### config.mk
export PLATFORM = sky130hd
export DESIGN_NAME = dtd_core
export DESIGN_NICKNAME = d
export VERILOG_FILES = /design/src/dtd_pkg.sv /design/src/dtd_ea_calc.sv /design/src/dtd_core.sv
export SDC_FILE = /design/constraint.sdc
export NUM_CORES = 1
export LEC_CHECK = 0
export BUFFER_PORTS_ARGS = -buffer_cell sky130_fd_sc_hd__buf_4
export CAP_MARGIN = 0
export CORE_ASPECT_RATIO = 1.1
export CORE_UTILIZATION = 36
export DETAILED_ROUTE_END_ITERATION = 6
export GPL_TIMING_DRIVEN = 0
export PLACE_DENSITY = 0.67
export SLEW_MARGIN = 20
export SYNTH_ARGS = -nofsm -noshare
export SYNTH_HDL_FRONTEND = slang
export SYNTH_SLANG_ARGS = --single-unit
### constraint.sdc
create_clock -name ref_clk_in -period 2.7 [get_ports ref_clk_in]
set_input_delay 0.135 -clock ref_clk_in [delete_from_list [all_inputs] [get_ports ref_clk_in]]
set_output_delay 0.135 -clock ref_clk_in [all_outputs]
set_load 0.01 [all_outputs]
### src/dtd_pkg.sv
// package: constants and types for the data transfer decode block
package dtd_pkg;
  localparam logic [7:0] DTD_INDIRECT_PAGE = 8'h00;
  localparam logic [7:0] DTD_SHORT_PAGE = 8'hff;
  localparam logic [15:0] DTD_STEP_BYTE = 16'h0001;
  localparam logic [15:0] DTD_STEP_WORD = 16'h0002;
  localparam logic [2:0] DTD_SP_INDEX = 3'h7;
  localparam int DTD_NUM_INSTR = 57;
  localparam int DTD_NUM_CLASS = 8;

  typedef enum logic [2:0]
  {
    DTD_CLS_TRANSFER = 3'h0,
    DTD_CLS_ARITH = 3'h1,
    DTD_CLS_LOGIC = 3'h2,
    DTD_CLS_SHIFT = 3'h3,
    DTD_CLS_BIT = 3'h4,
    DTD_CLS_BRANCH = 3'h5,
    DTD_CLS_SYSTEM = 3'h6,
    DTD_CLS_BLOCK = 3'h7
  } dtd_class_t;

  // operation codes presented by the core decoder
  typedef enum logic [3:0]
  {
    DTD_OP_TRANSFER = 4'h0,
    DTD_OP_PUSH = 4'h1,
    DTD_OP_POP = 4'h2,
    DTD_OP_JUMP_IND = 4'h3,
    DTD_OP_PSYNC_WR = 4'h4,
    DTD_OP_PSYNC_RD = 4'h5,
    DTD_OP_ARITH = 4'h6,
    DTD_OP_LOGIC = 4'h7,
    DTD_OP_SHIFT = 4'h8,
    DTD_OP_BIT = 4'h9,
    DTD_OP_BRANCH = 4'ha,
    DTD_OP_BCOND = 4'hb,
    DTD_OP_SYSTEM = 4'hc,
    DTD_OP_BLOCK = 4'hd,
    DTD_OP_CCR_PUSH = 4'he,
    DTD_OP_CCR_POP = 4'hf
  } dtd_op_t;

  typedef enum logic [2:0]
  {
    DTD_AM_REG = 3'h0,
    DTD_AM_IND = 3'h1,
    DTD_AM_DISP = 3'h2,
    DTD_AM_ABS16 = 3'h3,
    DTD_AM_IMM = 3'h4,
    DTD_AM_PREDEC = 3'h5,
    DTD_AM_POSTINC = 3'h6,
    DTD_AM_SHORT = 3'h7
  } dtd_mode_t;

  typedef enum logic [2:0]
  {
    DTD_ST_IDLE = 3'b000,
    DTD_ST_ADDR = 3'b001,
    DTD_ST_ACCESS = 3'b011,
    DTD_ST_WAIT = 3'b010,
    DTD_ST_DONE = 3'b110
  } dtd_state_t;
endpackage : dtd_pkg

### src/dtd_ea_calc.sv
// effective address former and address register update
`timescale 1ns/10ps
module dtd_ea_calc
  import dtd_pkg::*;
(
  input wire dtd_pkg::dtd_mode_t mode_in,
  input wire logic word_in,
  input wire logic indirect_in,
  input wire logic [15:0] base_in,
  input wire logic [15:0] disp_in,
  input wire logic [7:0] abs8_in,
  output logic [15:0] addr_out,
  output logic [15:0] base_next_out,
  output logic base_write_out
);
  function automatic logic [15:0] align_word(input logic [15:0] a, input logic w);
    align_word = w ? {a[15:1], 1'b0} : a;
  endfunction : align_word

  logic [15:0] step;
  logic [15:0] raw;

  always_comb
  begin
    step = word_in ? DTD_STEP_WORD : DTD_STEP_BYTE;
    base_next_out = base_in;
    base_write_out = 1'b0;
    raw = base_in;
    if (indirect_in)
    begin
      raw = {DTD_INDIRECT_PAGE, abs8_in};
    end
    else
    begin
      case (mode_in)
        DTD_AM_DISP: raw = base_in + disp_in;
        DTD_AM_ABS16: raw = disp_in;
        DTD_AM_SHORT: raw = {DTD_SHORT_PAGE, abs8_in};
        DTD_AM_PREDEC:
        begin
          raw = base_in - step;
          base_next_out = raw;
          base_write_out = 1'b1;
        end
        DTD_AM_POSTINC:
        begin
          base_next_out = base_in + step;
          base_write_out = 1'b1;
        end
        default: raw = base_in;
      endcase
    end
    addr_out = align_word(raw, word_in | indirect_in);
  end
endmodule : dtd_ea_calc

### src/dtd_core.sv
// data transfer decode and execute unit with instruction classifier
// How it works
// - a memory-indirect jump reads the word at 00:abs8 and uses it as the target.
// - a push decrements the stack pointer by two then writes the register there.
// - a pop reads the word at the stack pointer then adds two to it.
// - transfers take register, indirect, displacement, absolute16, immediate, pre-dec and post-inc modes in both sizes.
// - the short absolute mode is accepted only for byte transfers.
// - the peripheral-synchronised byte transfers are not provided and are refused.
// - a transfer copies between registers, register and memory, or immediate into a register.
// - all 57 instructions are sorted into eight functional classes.
// - the conditional branch carries a condition field picking its condition test.
// - word accesses force address bit zero low with no error.
// - the stack is only word wide; flags push twice and pop ignores the low byte.
// - pre-decrement and post-increment step by one for bytes and two for words.
// - short absolute addresses have an upper byte of all ones.
`timescale 1ns/10ps
module dtd_core
  import dtd_pkg::*;
(
  input wire logic ref_clk_in,
  input wire logic sys_rst_in,
  input wire logic start_in,
  input wire dtd_pkg::dtd_op_t op_in,
  input wire dtd_pkg::dtd_mode_t mode_in,
  input wire logic word_in,
  input wire logic to_mem_in,
  input wire logic [2:0] reg_sel_in,
  input wire logic [2:0] base_sel_in,
  input wire logic [15:0] ext_in,
  input wire logic [7:0] abs8_in,
  input wire logic [3:0] cond_in,
  input wire logic [15:0] reg_data_in,
  input wire logic [15:0] base_data_in,
  input wire logic [7:0] flags_in,
  input wire logic [15:0] mem_rdata_in,
  input wire logic mem_ack_in,
  output logic busy_out,
  output logic done_out,
  output logic illegal_out,
  output dtd_pkg::dtd_class_t class_out,
  output logic [3:0] cond_sel_out,
  output logic mem_req_out,
  output logic mem_we_out,
  output logic mem_word_out,
  output logic [15:0] mem_addr_out,
  output logic [15:0] mem_wdata_out,
  output logic rd_we_out,
  output logic [2:0] rd_sel_out,
  output logic [15:0] rd_data_out,
  output logic rd_word_out,
  output logic base_we_out,
  output logic [2:0] base_sel_out,
  output logic [15:0] base_data_out,
  output logic flags_we_out,
  output logic [7:0] flags_data_out,
  output logic pc_we_out,
  output logic [15:0] pc_data_out
);
  import dtd_pkg::*;
  typedef struct packed
  {
    dtd_state_t st;
    logic busy;
    logic done;
    logic illegal;
    dtd_class_t cls;
    logic [3:0] cond;
    dtd_op_t op;
    dtd_mode_t mode;
    logic word;
    logic to_mem;
    logic ind;
    logic [2:0] rsel;
    logic [2:0] bsel;
    logic [15:0] wdata;
    logic [15:0] ext;
    logic [7:0] abs8;
    logic [15:0] base;
    logic mreq;
    logic mwe;
    logic mword;
    logic [15:0] maddr;
    logic rwe;
    logic [15:0] rdata;
    logic rword;
    logic bwe;
    logic [15:0] bdata;
    logic fwe;
    logic [7:0] fdata;
    logic pwe;
    logic [15:0] pdata;
  } dtd_state_reg_t;
  dtd_state_reg_t s_reg;
  dtd_state_reg_t s_next;
  logic [15:0] ea_addr;
  logic [15:0] ea_base_next;
  logic ea_base_write;
  function automatic dtd_class_t classify(input dtd_op_t op);
    case (op)
      DTD_OP_ARITH: classify = DTD_CLS_ARITH;
      DTD_OP_LOGIC: classify = DTD_CLS_LOGIC;
      DTD_OP_SHIFT: classify = DTD_CLS_SHIFT;
      DTD_OP_BIT: classify = DTD_CLS_BIT;
      DTD_OP_BRANCH, DTD_OP_BCOND, DTD_OP_JUMP_IND: classify = DTD_CLS_BRANCH;
      DTD_OP_SYSTEM: classify = DTD_CLS_SYSTEM;
      DTD_OP_BLOCK: classify = DTD_CLS_BLOCK;
      default: classify = DTD_CLS_TRANSFER;
    endcase
  endfunction : classify
  function automatic logic [15:0] fit_size(input logic [15:0] d, input logic w);
    fit_size = w ? d : {8'h00, d[7:0]};
  endfunction : fit_size
  ////////////////////////////////////////////////////////////////////////////
  dtd_ea_calc u_ea
  (
    .mode_in(s_reg.mode),
    .word_in(s_reg.word),
    .indirect_in(s_reg.ind),
    .base_in(s_reg.base),
    .disp_in(s_reg.ext),
    .abs8_in(s_reg.abs8),
    .addr_out(ea_addr),
    .base_next_out(ea_base_next),
    .base_write_out(ea_base_write)
  );
  ////////////////////////////////////////////////////////////////////////////
  always_comb
  begin
    s_next = s_reg;
    s_next.done = 1'b0;
    s_next.rwe = 1'b0;
    s_next.bwe = 1'b0;
    s_next.fwe = 1'b0;
    s_next.pwe = 1'b0;
    case (s_reg.st)
      DTD_ST_IDLE:
      begin
        s_next.illegal = 1'b0;
        if (start_in)
        begin
          s_next.cls = classify(op_in);
          s_next.cond = (op_in == DTD_OP_BCOND) ? cond_in : 4'h0;
          s_next.op = op_in;
          s_next.mode = mode_in;
          s_next.word = word_in;
          s_next.to_mem = to_mem_in;
          s_next.ind = 1'b0;
          s_next.rsel = reg_sel_in;
          s_next.bsel = base_sel_in;
          s_next.wdata = reg_data_in;
          s_next.ext = ext_in;
          s_next.abs8 = abs8_in;
          s_next.base = base_data_in;
          s_next.busy = 1'b1;
          s_next.st = DTD_ST_ADDR;
          case (op_in)
            DTD_OP_PUSH, DTD_OP_CCR_PUSH:
            begin
              s_next.mode = DTD_AM_PREDEC;
              s_next.to_mem = 1'b1;
              s_next.word = 1'b1;
              s_next.bsel = DTD_SP_INDEX;
              if (op_in == DTD_OP_CCR_PUSH)
              begin
                s_next.wdata = {flags_in, flags_in};
              end
            end
            DTD_OP_POP, DTD_OP_CCR_POP:
            begin
              s_next.mode = DTD_AM_POSTINC;
              s_next.to_mem = 1'b0;
              s_next.word = 1'b1;
              s_next.bsel = DTD_SP_INDEX;
            end
            DTD_OP_JUMP_IND:
            begin
              s_next.ind = 1'b1;
              s_next.mode = DTD_AM_IND;
              s_next.to_mem = 1'b0;
              s_next.word = 1'b1;
            end
            DTD_OP_TRANSFER:
            begin
              // no word short absolute form; immediate is a source only
              if ((mode_in == DTD_AM_SHORT && word_in)
                || (to_mem_in && mode_in == DTD_AM_IMM))
              begin
                s_next.illegal = 1'b1;
                s_next.st = DTD_ST_DONE;
              end
            end
            default:
            begin
              s_next.illegal = (op_in == DTD_OP_PSYNC_WR) || (op_in == DTD_OP_PSYNC_RD);
              s_next.st = DTD_ST_DONE;
            end
          endcase
        end
      end
      DTD_ST_ADDR:
      begin
        if (s_reg.mode == DTD_AM_REG || s_reg.mode == DTD_AM_IMM)
        begin
          s_next.rwe = ~s_reg.to_mem;
          s_next.rword = s_reg.word;
          s_next.rdata = fit_size(s_reg.mode == DTD_AM_IMM ? s_reg.ext : s_reg.wdata, s_reg.word);
          s_next.st = DTD_ST_DONE;
        end
        else
        begin
          s_next.mreq = 1'b1;
          s_next.mwe = s_reg.to_mem;
          s_next.mword = s_reg.word;
          s_next.maddr = ea_addr;
          s_next.bdata = ea_base_next;
          s_next.bwe = ea_base_write & ~s_reg.ind;
          s_next.st = DTD_ST_ACCESS;
        end
      end
      DTD_ST_ACCESS:
      begin
        if (mem_ack_in)
        begin
          s_next.mreq = 1'b0;
          s_next.mwe = 1'b0;
          if (s_reg.ind)
          begin
            s_next.pwe = 1'b1;
            s_next.pdata = mem_rdata_in;
          end
          else if (s_reg.op == DTD_OP_CCR_POP)
          begin
            s_next.fwe = 1'b1;
            s_next.fdata = mem_rdata_in[15:8];
          end
          else if (!s_reg.to_mem)
          begin
            s_next.rwe = 1'b1;
            s_next.rword = s_reg.word;
            s_next.rdata = fit_size(mem_rdata_in, s_reg.word);
          end
          s_next.st = DTD_ST_WAIT;
        end
      end
      DTD_ST_WAIT:
      begin
        s_next.st = DTD_ST_DONE;
      end
      DTD_ST_DONE:
      begin
        s_next.done = 1'b1;
        s_next.busy = 1'b0;
        s_next.st = DTD_ST_IDLE;
      end
      default:
      begin
        s_next.st = DTD_ST_IDLE;
      end
    endcase
  end
  always_ff @(posedge ref_clk_in)
  begin
    if (sys_rst_in)
    begin
      s_reg <= '0;
    end
    else
    begin
      s_reg <= s_next;
    end
  end
  ////////////////////////////////////////////////////////////////////////////
  always_comb
  begin
    busy_out = s_reg.busy;
    done_out = s_reg.done;
    illegal_out = s_reg.illegal;
    class_out = s_reg.cls;
    cond_sel_out = s_reg.cond;
    mem_req_out = s_reg.mreq;
    mem_we_out = s_reg.mwe;
    mem_word_out = s_reg.mword;
    mem_addr_out = s_reg.maddr;
    mem_wdata_out = s_reg.wdata;
    rd_we_out = s_reg.rwe;
    rd_sel_out = s_reg.rsel;
    rd_data_out = s_reg.rdata;
    rd_word_out = s_reg.rword;
    base_we_out = s_reg.bwe;
    base_sel_out = s_reg.bsel;
    base_data_out = s_reg.bdata;
    flags_we_out = s_reg.fwe;
    flags_data_out = s_reg.fdata;
    pc_we_out = s_reg.pwe;
    pc_data_out = s_reg.pdata;
  end
endmodule : dtd_core

Word level (Yosys, flattened, before mapping):

Memory sizes are Yosys's and may differ from the RTL's.
Index checks and enable logic that the tools add are counted.

* bits in registers: 165
* ROM bits: 48
* input port bits: 103
* output and inout bits: 112
* word-level logic and storage cells: 135
* memories: 1

* add/subtract/negate cells: 3
* eq/ne operators: 28
* multiplexer cells: 39
* bitwise operators: 8
* reduce and logical (&&, ||, !) cells: 26

Memories
* (no name shown): words 16, bits a word 3, read ports 1, clocked after Yosys merged registers in 0, write ports 0, RTL line dtd_core.sv:99 `case (op)`

Operators by type and width (number)
* $mux 16: 7
* $mux 18: 5
* $mux 80: 1
* $pmux 16 s4: 1
* $pmux 18 s2: 1
* $add 16x16->16: 2
* $pmux 16 s2: 1
* $eq 3x3->1 const B: 7
* $mux 19: 1
* $mux 17: 1
* $eq 4x4->1 const B: 4
* $sub 16x16->16: 1
* $pmux 5 s3: 1
* $ne 2x2->1 const B: 7
* $eq 3x2->1 const B: 4
* $mux 3: 4
* $pmux 3 s4: 1
* $mux 9: 1
* $eq 4x2->1 const B: 2
* $eq 4x3->1 const B: 2
* $mux 4: 2
* $reduce_and 2->1: 4
* $reduce_or 4->1: 2
* $logic_not 3->1: 2
* other kinds (20): 40

Logic depth before layout (Yosys ltp):

Gate-level depths: netlist of run 1.

* word-level depth: 7
* mapped depth: 9

Hierarchy:

A second synthesis of run 1 with hierarchy kept.

* cells, all modules: 1233
* area total of the unflattened synthesis: 9427.8 µm²

Modules (own cells, without submodules)
* dtd_core: instances 1, cells each 892, area each 7249.5 µm², seq. area each 3303.2 µm²
* dtd_ea_calc: instances 1, cells each 341, area each 2178.3 µm², seq. area each 0.0 µm²

Worst setup path after synthesis of run 1:

No wires, ideal clock.

* path kind: reg-to-reg
* start point: register s_reg[81] in the netlist's numbering
* end point: register s_reg, in the netlist mem_addr_out[14]
* setup time: 0.116 ns
* arrival: 2.280 ns
* data required time: 2.584 ns
* slack: 0.304 ns
* stages on the path, launching flop included: 9
* path buffers: 0
* period minus slack after synthesis: 2.396 ns
* cell sequence: dfxtp_1 inv_1 fa_1 nor2b_1 o211ai_1 a311oi_1 o2111ai_1 a21o_1 a31o_2

* word-level cells in the longest chain between the ends: 3
* elaborated cells on any way between the ends: 4

RTL lines
* from (decl): RTL line dtd_core.sv:93 `dtd_state_reg_t s_reg;`
* from (signal assigned): RTL line dtd_core.sv:269 `s_reg <= s_next;`
* $sub 16x16->16 or $add 16x16->16 (tied branches): RTL line dtd_ea_calc.sv:41, dtd_ea_calc.sv:36
* $pmux 16 s4 *: RTL line dtd_ea_calc.sv:35 `case (mode_in)`
* $mux 16 *: RTL line dtd_ea_calc.sv:29 `if (indirect_in)`

Every way passes the cells marked *; elsewhere a longest branch is shown, timed or not.
A chain may end at the register's enable or synchronous reset.

Worst setup path in the final report of run 1:

* start point: register s_reg[144] in the netlist's numbering
* end point: register s_reg, in the netlist base_data_out[8]

* word-level cells in the longest chain between the ends: 4
* elaborated cells on any way between the ends: 5

RTL lines
* $mux 2 *: RTL line dtd_ea_calc.sv:25 `step = word_in ? DTD_STEP_WORD : DTD_STEP_BYTE;`
* $add 16x16->16 or $sub 16x16->16 (tied branches): RTL line dtd_ea_calc.sv:47, dtd_ea_calc.sv:41
* $pmux 16 s2 *: RTL line dtd_ea_calc.sv:35
* $mux 16 *: RTL line dtd_ea_calc.sv:29

Marks and branches as above.

==> results.txt, run 1 <==
Sequential area share after synthesis: 0.3476
Failing checks: hold timing
Syn avg cell area: 7.572 um2
Min Tclk post-route: 2.519 ns
HPWL Detailed: 28.02 mm
Ant diodes: 0
Worst R2R Start: s_reg[144]
Post-synthesis compound-gate area fraction: 0.2236
Cell Area, Synth: 9503 um2
XOR/XNOR share of the synthesized area: 0.02488
Synth cell count leaders: nand2_1 (210), dfxtp_1 (165), a21oi_1 (155)
I/O pin total: 215
CTS root buf: clkbuf_16
Worst setup SP type: flop
Final std cells w/o fill: 1919
Clock Sinks: 165
Fin nets: 1680
Initial Utilization: 0.3657
Worst Tran Pin Value: 0.8634 ns
VDD IR-drop max: 0.4105 mV
Fin Clk Skew: 0.01241 ns
GRT Util Overall: 0.2738
Post-route design area: 12860 um2
CTS tree: yes
First-pass GRT wire length: 55.47 mm
Pwr dens: 557.0 nW/um2
Synth area leaders: dfxtp_1 (35%), nand2_1 (8.3%), a21oi_1 (8.2%)
Cell Rows: 62
Multi-input gate area: 5015 um2
Post-synth top flop: dfxtp_1
Rel. slew slack: 0.4244
Fin. max-slew vios: 0
Total negative slack: 0 ns
Number of synthesized flops with an enable pin: 0
FF-to-FF setup slack: 0.18 ns
GP Congestion: 0.9686
Starting DRC count in detailed routing: 731
Total area of sequential cells: 3309 um2
Gr ovfl total: 0
Num CTS Buffers: 17
DP Cell Count: 1818
Hold slack: -0.005396 ns
Post-Synth Simple-Gate Area: 0.2315
Syn nets: 1381
Crit share post-route: 0.9330
DRT Pass-1 Iters: 5
Via count: 10.24k
F_max: 397.0 MHz
Mux cell area share after synthesis: 0.01053
RSZ-0062 raised after global routing: no
Core ar.: 25990 um2
Crit path max fanout: 9
Cell Area, Placed: 11530 um2
Max FFs per register: 53
Clock Path Buffers: 2
Min-delay src: base_data_in[0]
Initial antenna violation count: 0
Port Buffer Count: 211
Post-synthesis adder-cell area fraction: 0.03476
Worst reg2reg path depth: 9
Number of max-cap violations: 0
Main combinational cell family by area after synthesis: simple AND/OR/NAND/NOR gates
Htree depth: 4
Area share of the largest cell type after synthesis: 0.3476
Cells after Synth: 1255
YS warnings: 0
Routed wire length: 36.81 mm
Flops & latches, synth: 165
P_leak: 5.430 nW
Leading area contributor after synthesis: dfxtp_1
Drt wl/cell: 19.18 um
Largest net degree at the start of global routing: 19
Worst Hold Class: in -> reg
Worst Path Required: 2.99 ns
Critical Path End Type: flop
Die height: 172.4 um
Vias in the first global route: 9820
Power Total: 7.162 mW
Fill cells: 2577
Final Hold Viols: 1
Finished Core Util: 0.4948
Vias per cell: 5.335
Crit Path Category: reg -> reg
Hold path endpoint: s_reg[80]
Reg clk slew, reported paths: 0.07 ns
Most common cell in the netlist: nand2_1
Post-DRT Antenna Nets: 0
Pre-CTS WS: -0.2186 ns
RR Endpoint: base_data_out[8]
DRC: 0
Hold Crit Depth: 3
Synth-to-Final Area Change: 35.31%
Final WS setup: 0.1808 ns
Critical path arrival: 2.81 ns
Share of layout cells above drive strength 1: 0.2495
Asr flop ratio synth: 0
Status: complete, but fails checks
Die area: 27050 um2
Distinct cells, synth: 77
Die width: 156.9 um
Worst-skew pair later-pin latency: 0.45 ns
Final setup fails: 0
==> cell families after synthesis <==
group                      after synthesis
xor gates and xnor gates                27
DFF                                    165
buffers and inverters                  214
adders and majority gates               25
muxes                                   10
AOI/OAI and AO/OA                      332
and+or+nand+nor                        482
==> layout make-up <==
cell class | instances | share of cell area
multi-input combinational | 876 | 0.3900
sequential | 165 | 0.2574
timing repair buffer | 280 | 0.1767
buffer | 190 | 0.08699
tap | 352 | 0.03425
clock buffer | 17 | 0.03308
clock inverter | 15 | 0.01430
inverter | 24 | 0.007298
==> metal layers <==
metal  track usage  part of all wire  vias up
li1              -                 -     4909
met1        0.3290              0.40     4805
met2        0.4769              0.49      439
met3       0.04110             0.067       84
met4        0.1313             0.040        0
met5             0                 0        -
==> layout by cell type, fill, tap and decap left out, types with 5 or more instances in the layout <==
cell type	n
or3_1	8
clkbuf_1	62
a22oi_1	14
nor2b_1	7
o22ai_1	6
clkbuf_16	17
a31oi_1	10
nand2b_1	7
mux2i_1	10
a221oi_1	19
nor2_1	122
a311oi_1	5
xnor2_1	15
inv_1	23
ha_1	20
o211ai_1	13
a222oi_1	10
a21oi_1	155
nand3b_1	5
and3_1	13
a21o_1	17
nor3_1	34
nand3_1	30
nand2_1	210
dfxtp_1	162
buf_2	15
o21ai_0	37
buf_4	313
dlygate4sd3_1	68
xor2_1	12
nand4_1	7
buf_1	11
==> report_power, final <==
part           internal (mW)  total [mW]  switching (mW)
Clock                   1.33        2.52            1.19
Combinational          0.771        1.88            1.11
Sequential              2.58        2.76           0.182
Total                   4.68        7.16            2.48
==> worst max-delay path, stage by stage (launching register included) <==
cell and delay, ns:
dfxtp_4 0.47, clkinvlp_4 0.19, ha_1 0.23, fa_2 0.40
nor3b_4 0.21, nand2_1 0.15, nor2_1 0.06, xor2_1 0.19
a221oi_1 0.35, a211oi_1 0.12
==> how the worst max path moves through the flow <==
stage               start                 to  slack (ns)
2_1_floorplan   s_reg[81]   mem_addr_out[14]        0.30
3_3_place_gp   s_reg[144]  base_data_out[12]       -0.23
3_5_place_dp   s_reg[144]   base_data_out[6]       -0.22
4_1_cts        s_reg[144]  base_data_out[12]        0.02
5_1_grt        s_reg[144]   base_data_out[6]        0.01
6_report       s_reg[144]   base_data_out[8]        0.18
==> what timing repair did <==
item | 4_1_cts | 5_1_grt
hold buffers | 68 | 0
gates resized for setup | 4 | 6
setup buffers | 0 | 1
endpoints found under the hold margin | 92 | 0
pin swaps | 0 | 1
setup endpoints to repair | 11 | 8
Note: power is estimated with default switching activity, not from simulation.
==> run 2, diff against run 1 <==
--- a/config.mk
+++ b/config.mk
@@ -7,11 +7,13 @@
 export LEC_CHECK = 0
 export BUFFER_PORTS_ARGS = -buffer_cell sky130_fd_sc_hd__buf_4
 export CAP_MARGIN = 0
+export CELL_PAD_IN_SITES_DETAIL_PLACEMENT = 0
+export CELL_PAD_IN_SITES_GLOBAL_PLACEMENT = 1
 export CORE_ASPECT_RATIO = 1.1
-export CORE_UTILIZATION = 36
+export CORE_UTILIZATION = 40
 export DETAILED_ROUTE_END_ITERATION = 6
 export GPL_TIMING_DRIVEN = 0
-export PLACE_DENSITY = 0.67
+export PLACE_DENSITY = 0.92
 export SLEW_MARGIN = 20
 export SYNTH_ARGS = -nofsm -noshare
 export SYNTH_HDL_FRONTEND = slang
==> results.txt, run 2 (same netlist as run 1, synthesis figures left out) <==
Vias per cell: 5.491
Htree depth: 4
Finished Core Util: 0.5550
Switching part of the total: 0.3369
Core ar.: 23080 um2
CP bufs+invs: 1
Pre-CTS WS: -0.2722 ns
Port Buffer Count: 211
F_max: 384.3 MHz
Commonest non-fill, non-tap cell in the layout: buf_4
Int Pwr: 4.764 mW
Crit share post-route: 0.9639
Synth-to-Final Area Change: 34.77%
Die width: 149.0 um
Die area: 24380 um2
Vias in the first global route: 10.05k
Logic gate share of total power: 0.263
DRT Pass-1 Iters: 5
GP Congestion: 1.027
Worst-skew pair later-pin latency: 0.44 ns
Crit-path cells: inv_1, fa_1, nor2b_2, o211ai_1, a311oi_2, o2111ai_1, a21o_1, a31o_2
Initial Utilization: 0.4118
CTS tree: yes
Gr ovfl total: 0
FF-to-FF setup slack: 0.1 ns
Ant diodes: 0
Crit path max fanout: 8
Min Tclk post-route: 2.602 ns
Worst setup SP type: flop
Pwr dens: 561.0 nW/um2
Critical path arrival: 2.93 ns
Clock Path Buffers: 2
Seq pwr share: 0.386
Worst R2R Start: s_reg[81]
Via count: 10.27k
Crit. Startpoint: s_reg[81]
Wire length on met2: 17.90 mm
Commonest cells after routing, fill and taps aside: buf_4 (315), nand2_1 (210), dfxtp_1 (162)
Worst Path Required: 3.03 ns
Starting DRC count in detailed routing: 754
HPWL Detailed: 27.38 mm
Initial antenna violation count: 1
Worst path max stage delay: 0.49 ns
P_leak: 5.442 nW
CTS root buf: clkbuf_16
Met1 WL: 14.70 mm
Hold slack: 0.01824 ns
Final setup fails: 0
Worst Tran Pin Value: 1.004 ns
Max Used Layer: met4
I/O pin total: 215
Post-DRT Antenna Nets: 0
Rel. slew slack: 0.3309
Number of max-cap violations: 0
Worst Hold Class: in -> reg
Drt wl/cell: 19.63 um
Fin nets: 1683
Status: finished, final reports clean
Met3 Routed Length: 2.535 mm
Critical Path End Type: flop
Largest net degree at the start of global routing: 17
Routed wire length: 36.70 mm
Final std cells w/o fill: 1870
Crit Path Category: reg -> reg
DP Cell Count: 1766
Clk pwr share: 0.351
Total negative slack: 0 ns
Clock Sinks: 165
Max FFs per register: 53
First-pass GRT wire length: 56.38 mm
Cell Rows: 58
Num CTS Buffers: 17
DRC: 0
Min-delay src: reg_data_in[1]
Psw: 2.420 mW
Critical-path top delay cell: fa_1
Final Hold Viols: 0
Share of layout cells above drive strength 1: 0.2497
Die height: 163.7 um
Fin. max-slew vios: 0
Final WS setup: 0.09753 ns
Worst path top cell family by delay: compound AO/OA/AOI/OAI gates
VDD IR-drop max: 0.3832 mV
Fin Clk Skew: 0.009147 ns
GRT Util Overall: 0.3031
Reg clk slew, reported paths: 0.07 ns
==> run 2: changes by cell type in the layout (fill, tap and decap cells not counted), sizes merged <==
| cell | change |
|---|---|
| clkinv | -4 |
| buf | +2 |
| clkbuf | +2 |
| bufinv | +1 |
| dlygate4sd3 | +1 |
| inv | +1 |
==> run 2: layer usage <==
layer  up-vias  GRT usage
met4         0     0.1331
met2       454     0.5290
met3       102    0.05279
li1       4902          -
met1      4811     0.3614
met5         -          0
==> run 2: power by group through the flow <==
stage	Clock [mW]	Sequential [mW]	Combinational [mW]
6_report	2.52	2.77	1.89
5_1_grt	2.63	2.78	2.06
4_1_cts	2.53	2.76	1.84
3_5_place_dp	0	2.82	1.74
3_3_place_gp	0	2.81	1.73
2_1_floorplan	0	2.73	1.13
==> run 2: stage by stage <==
step | cell area, um2 | total power, mW
after global routing | 12810 | 7.473
after detailed placement | 11460 | 4.556
after CTS | 12770 | 7.130
after global placement | 11460 | 4.543
final | 12810 | 7.184
after floorplan | 9503 | 3.864
==> run 2: area by class of cell <==
type,instances,area (um2)
inverters,24,93.84
repair buffers,283,2297
fillers,2241,10270
clock inverters,13,158.9
multi-input cells,876,5021
plain buffers,190,1119
clock buffers,19,432.9
flip-flops and latches,165,3309
well taps,300,375.4
==> run 2: final timing paths <==
check                endpoint  cells past startpoint
max          mem_addr_out[14]                      8
min          mem_wdata_out[1]                      3
max reg2reg  mem_addr_out[14]                      8
min reg2reg   cond_sel_out[2]                      2
==> run 2: what timing repair did <==
item,in CTS,in global routing
hold buffers,69,0
endpoints found under the hold margin,90,0
gates resized for setup,5,6
buffers inserted,0,3
endpoints found under the setup margin,13,7
pin swaps,1,1
==> run 2: worst min-delay path, cell delays in order <==
cell and delay [ns]:
buf_4 0.08, a21oi_1 0.05, nor3_1 0.14
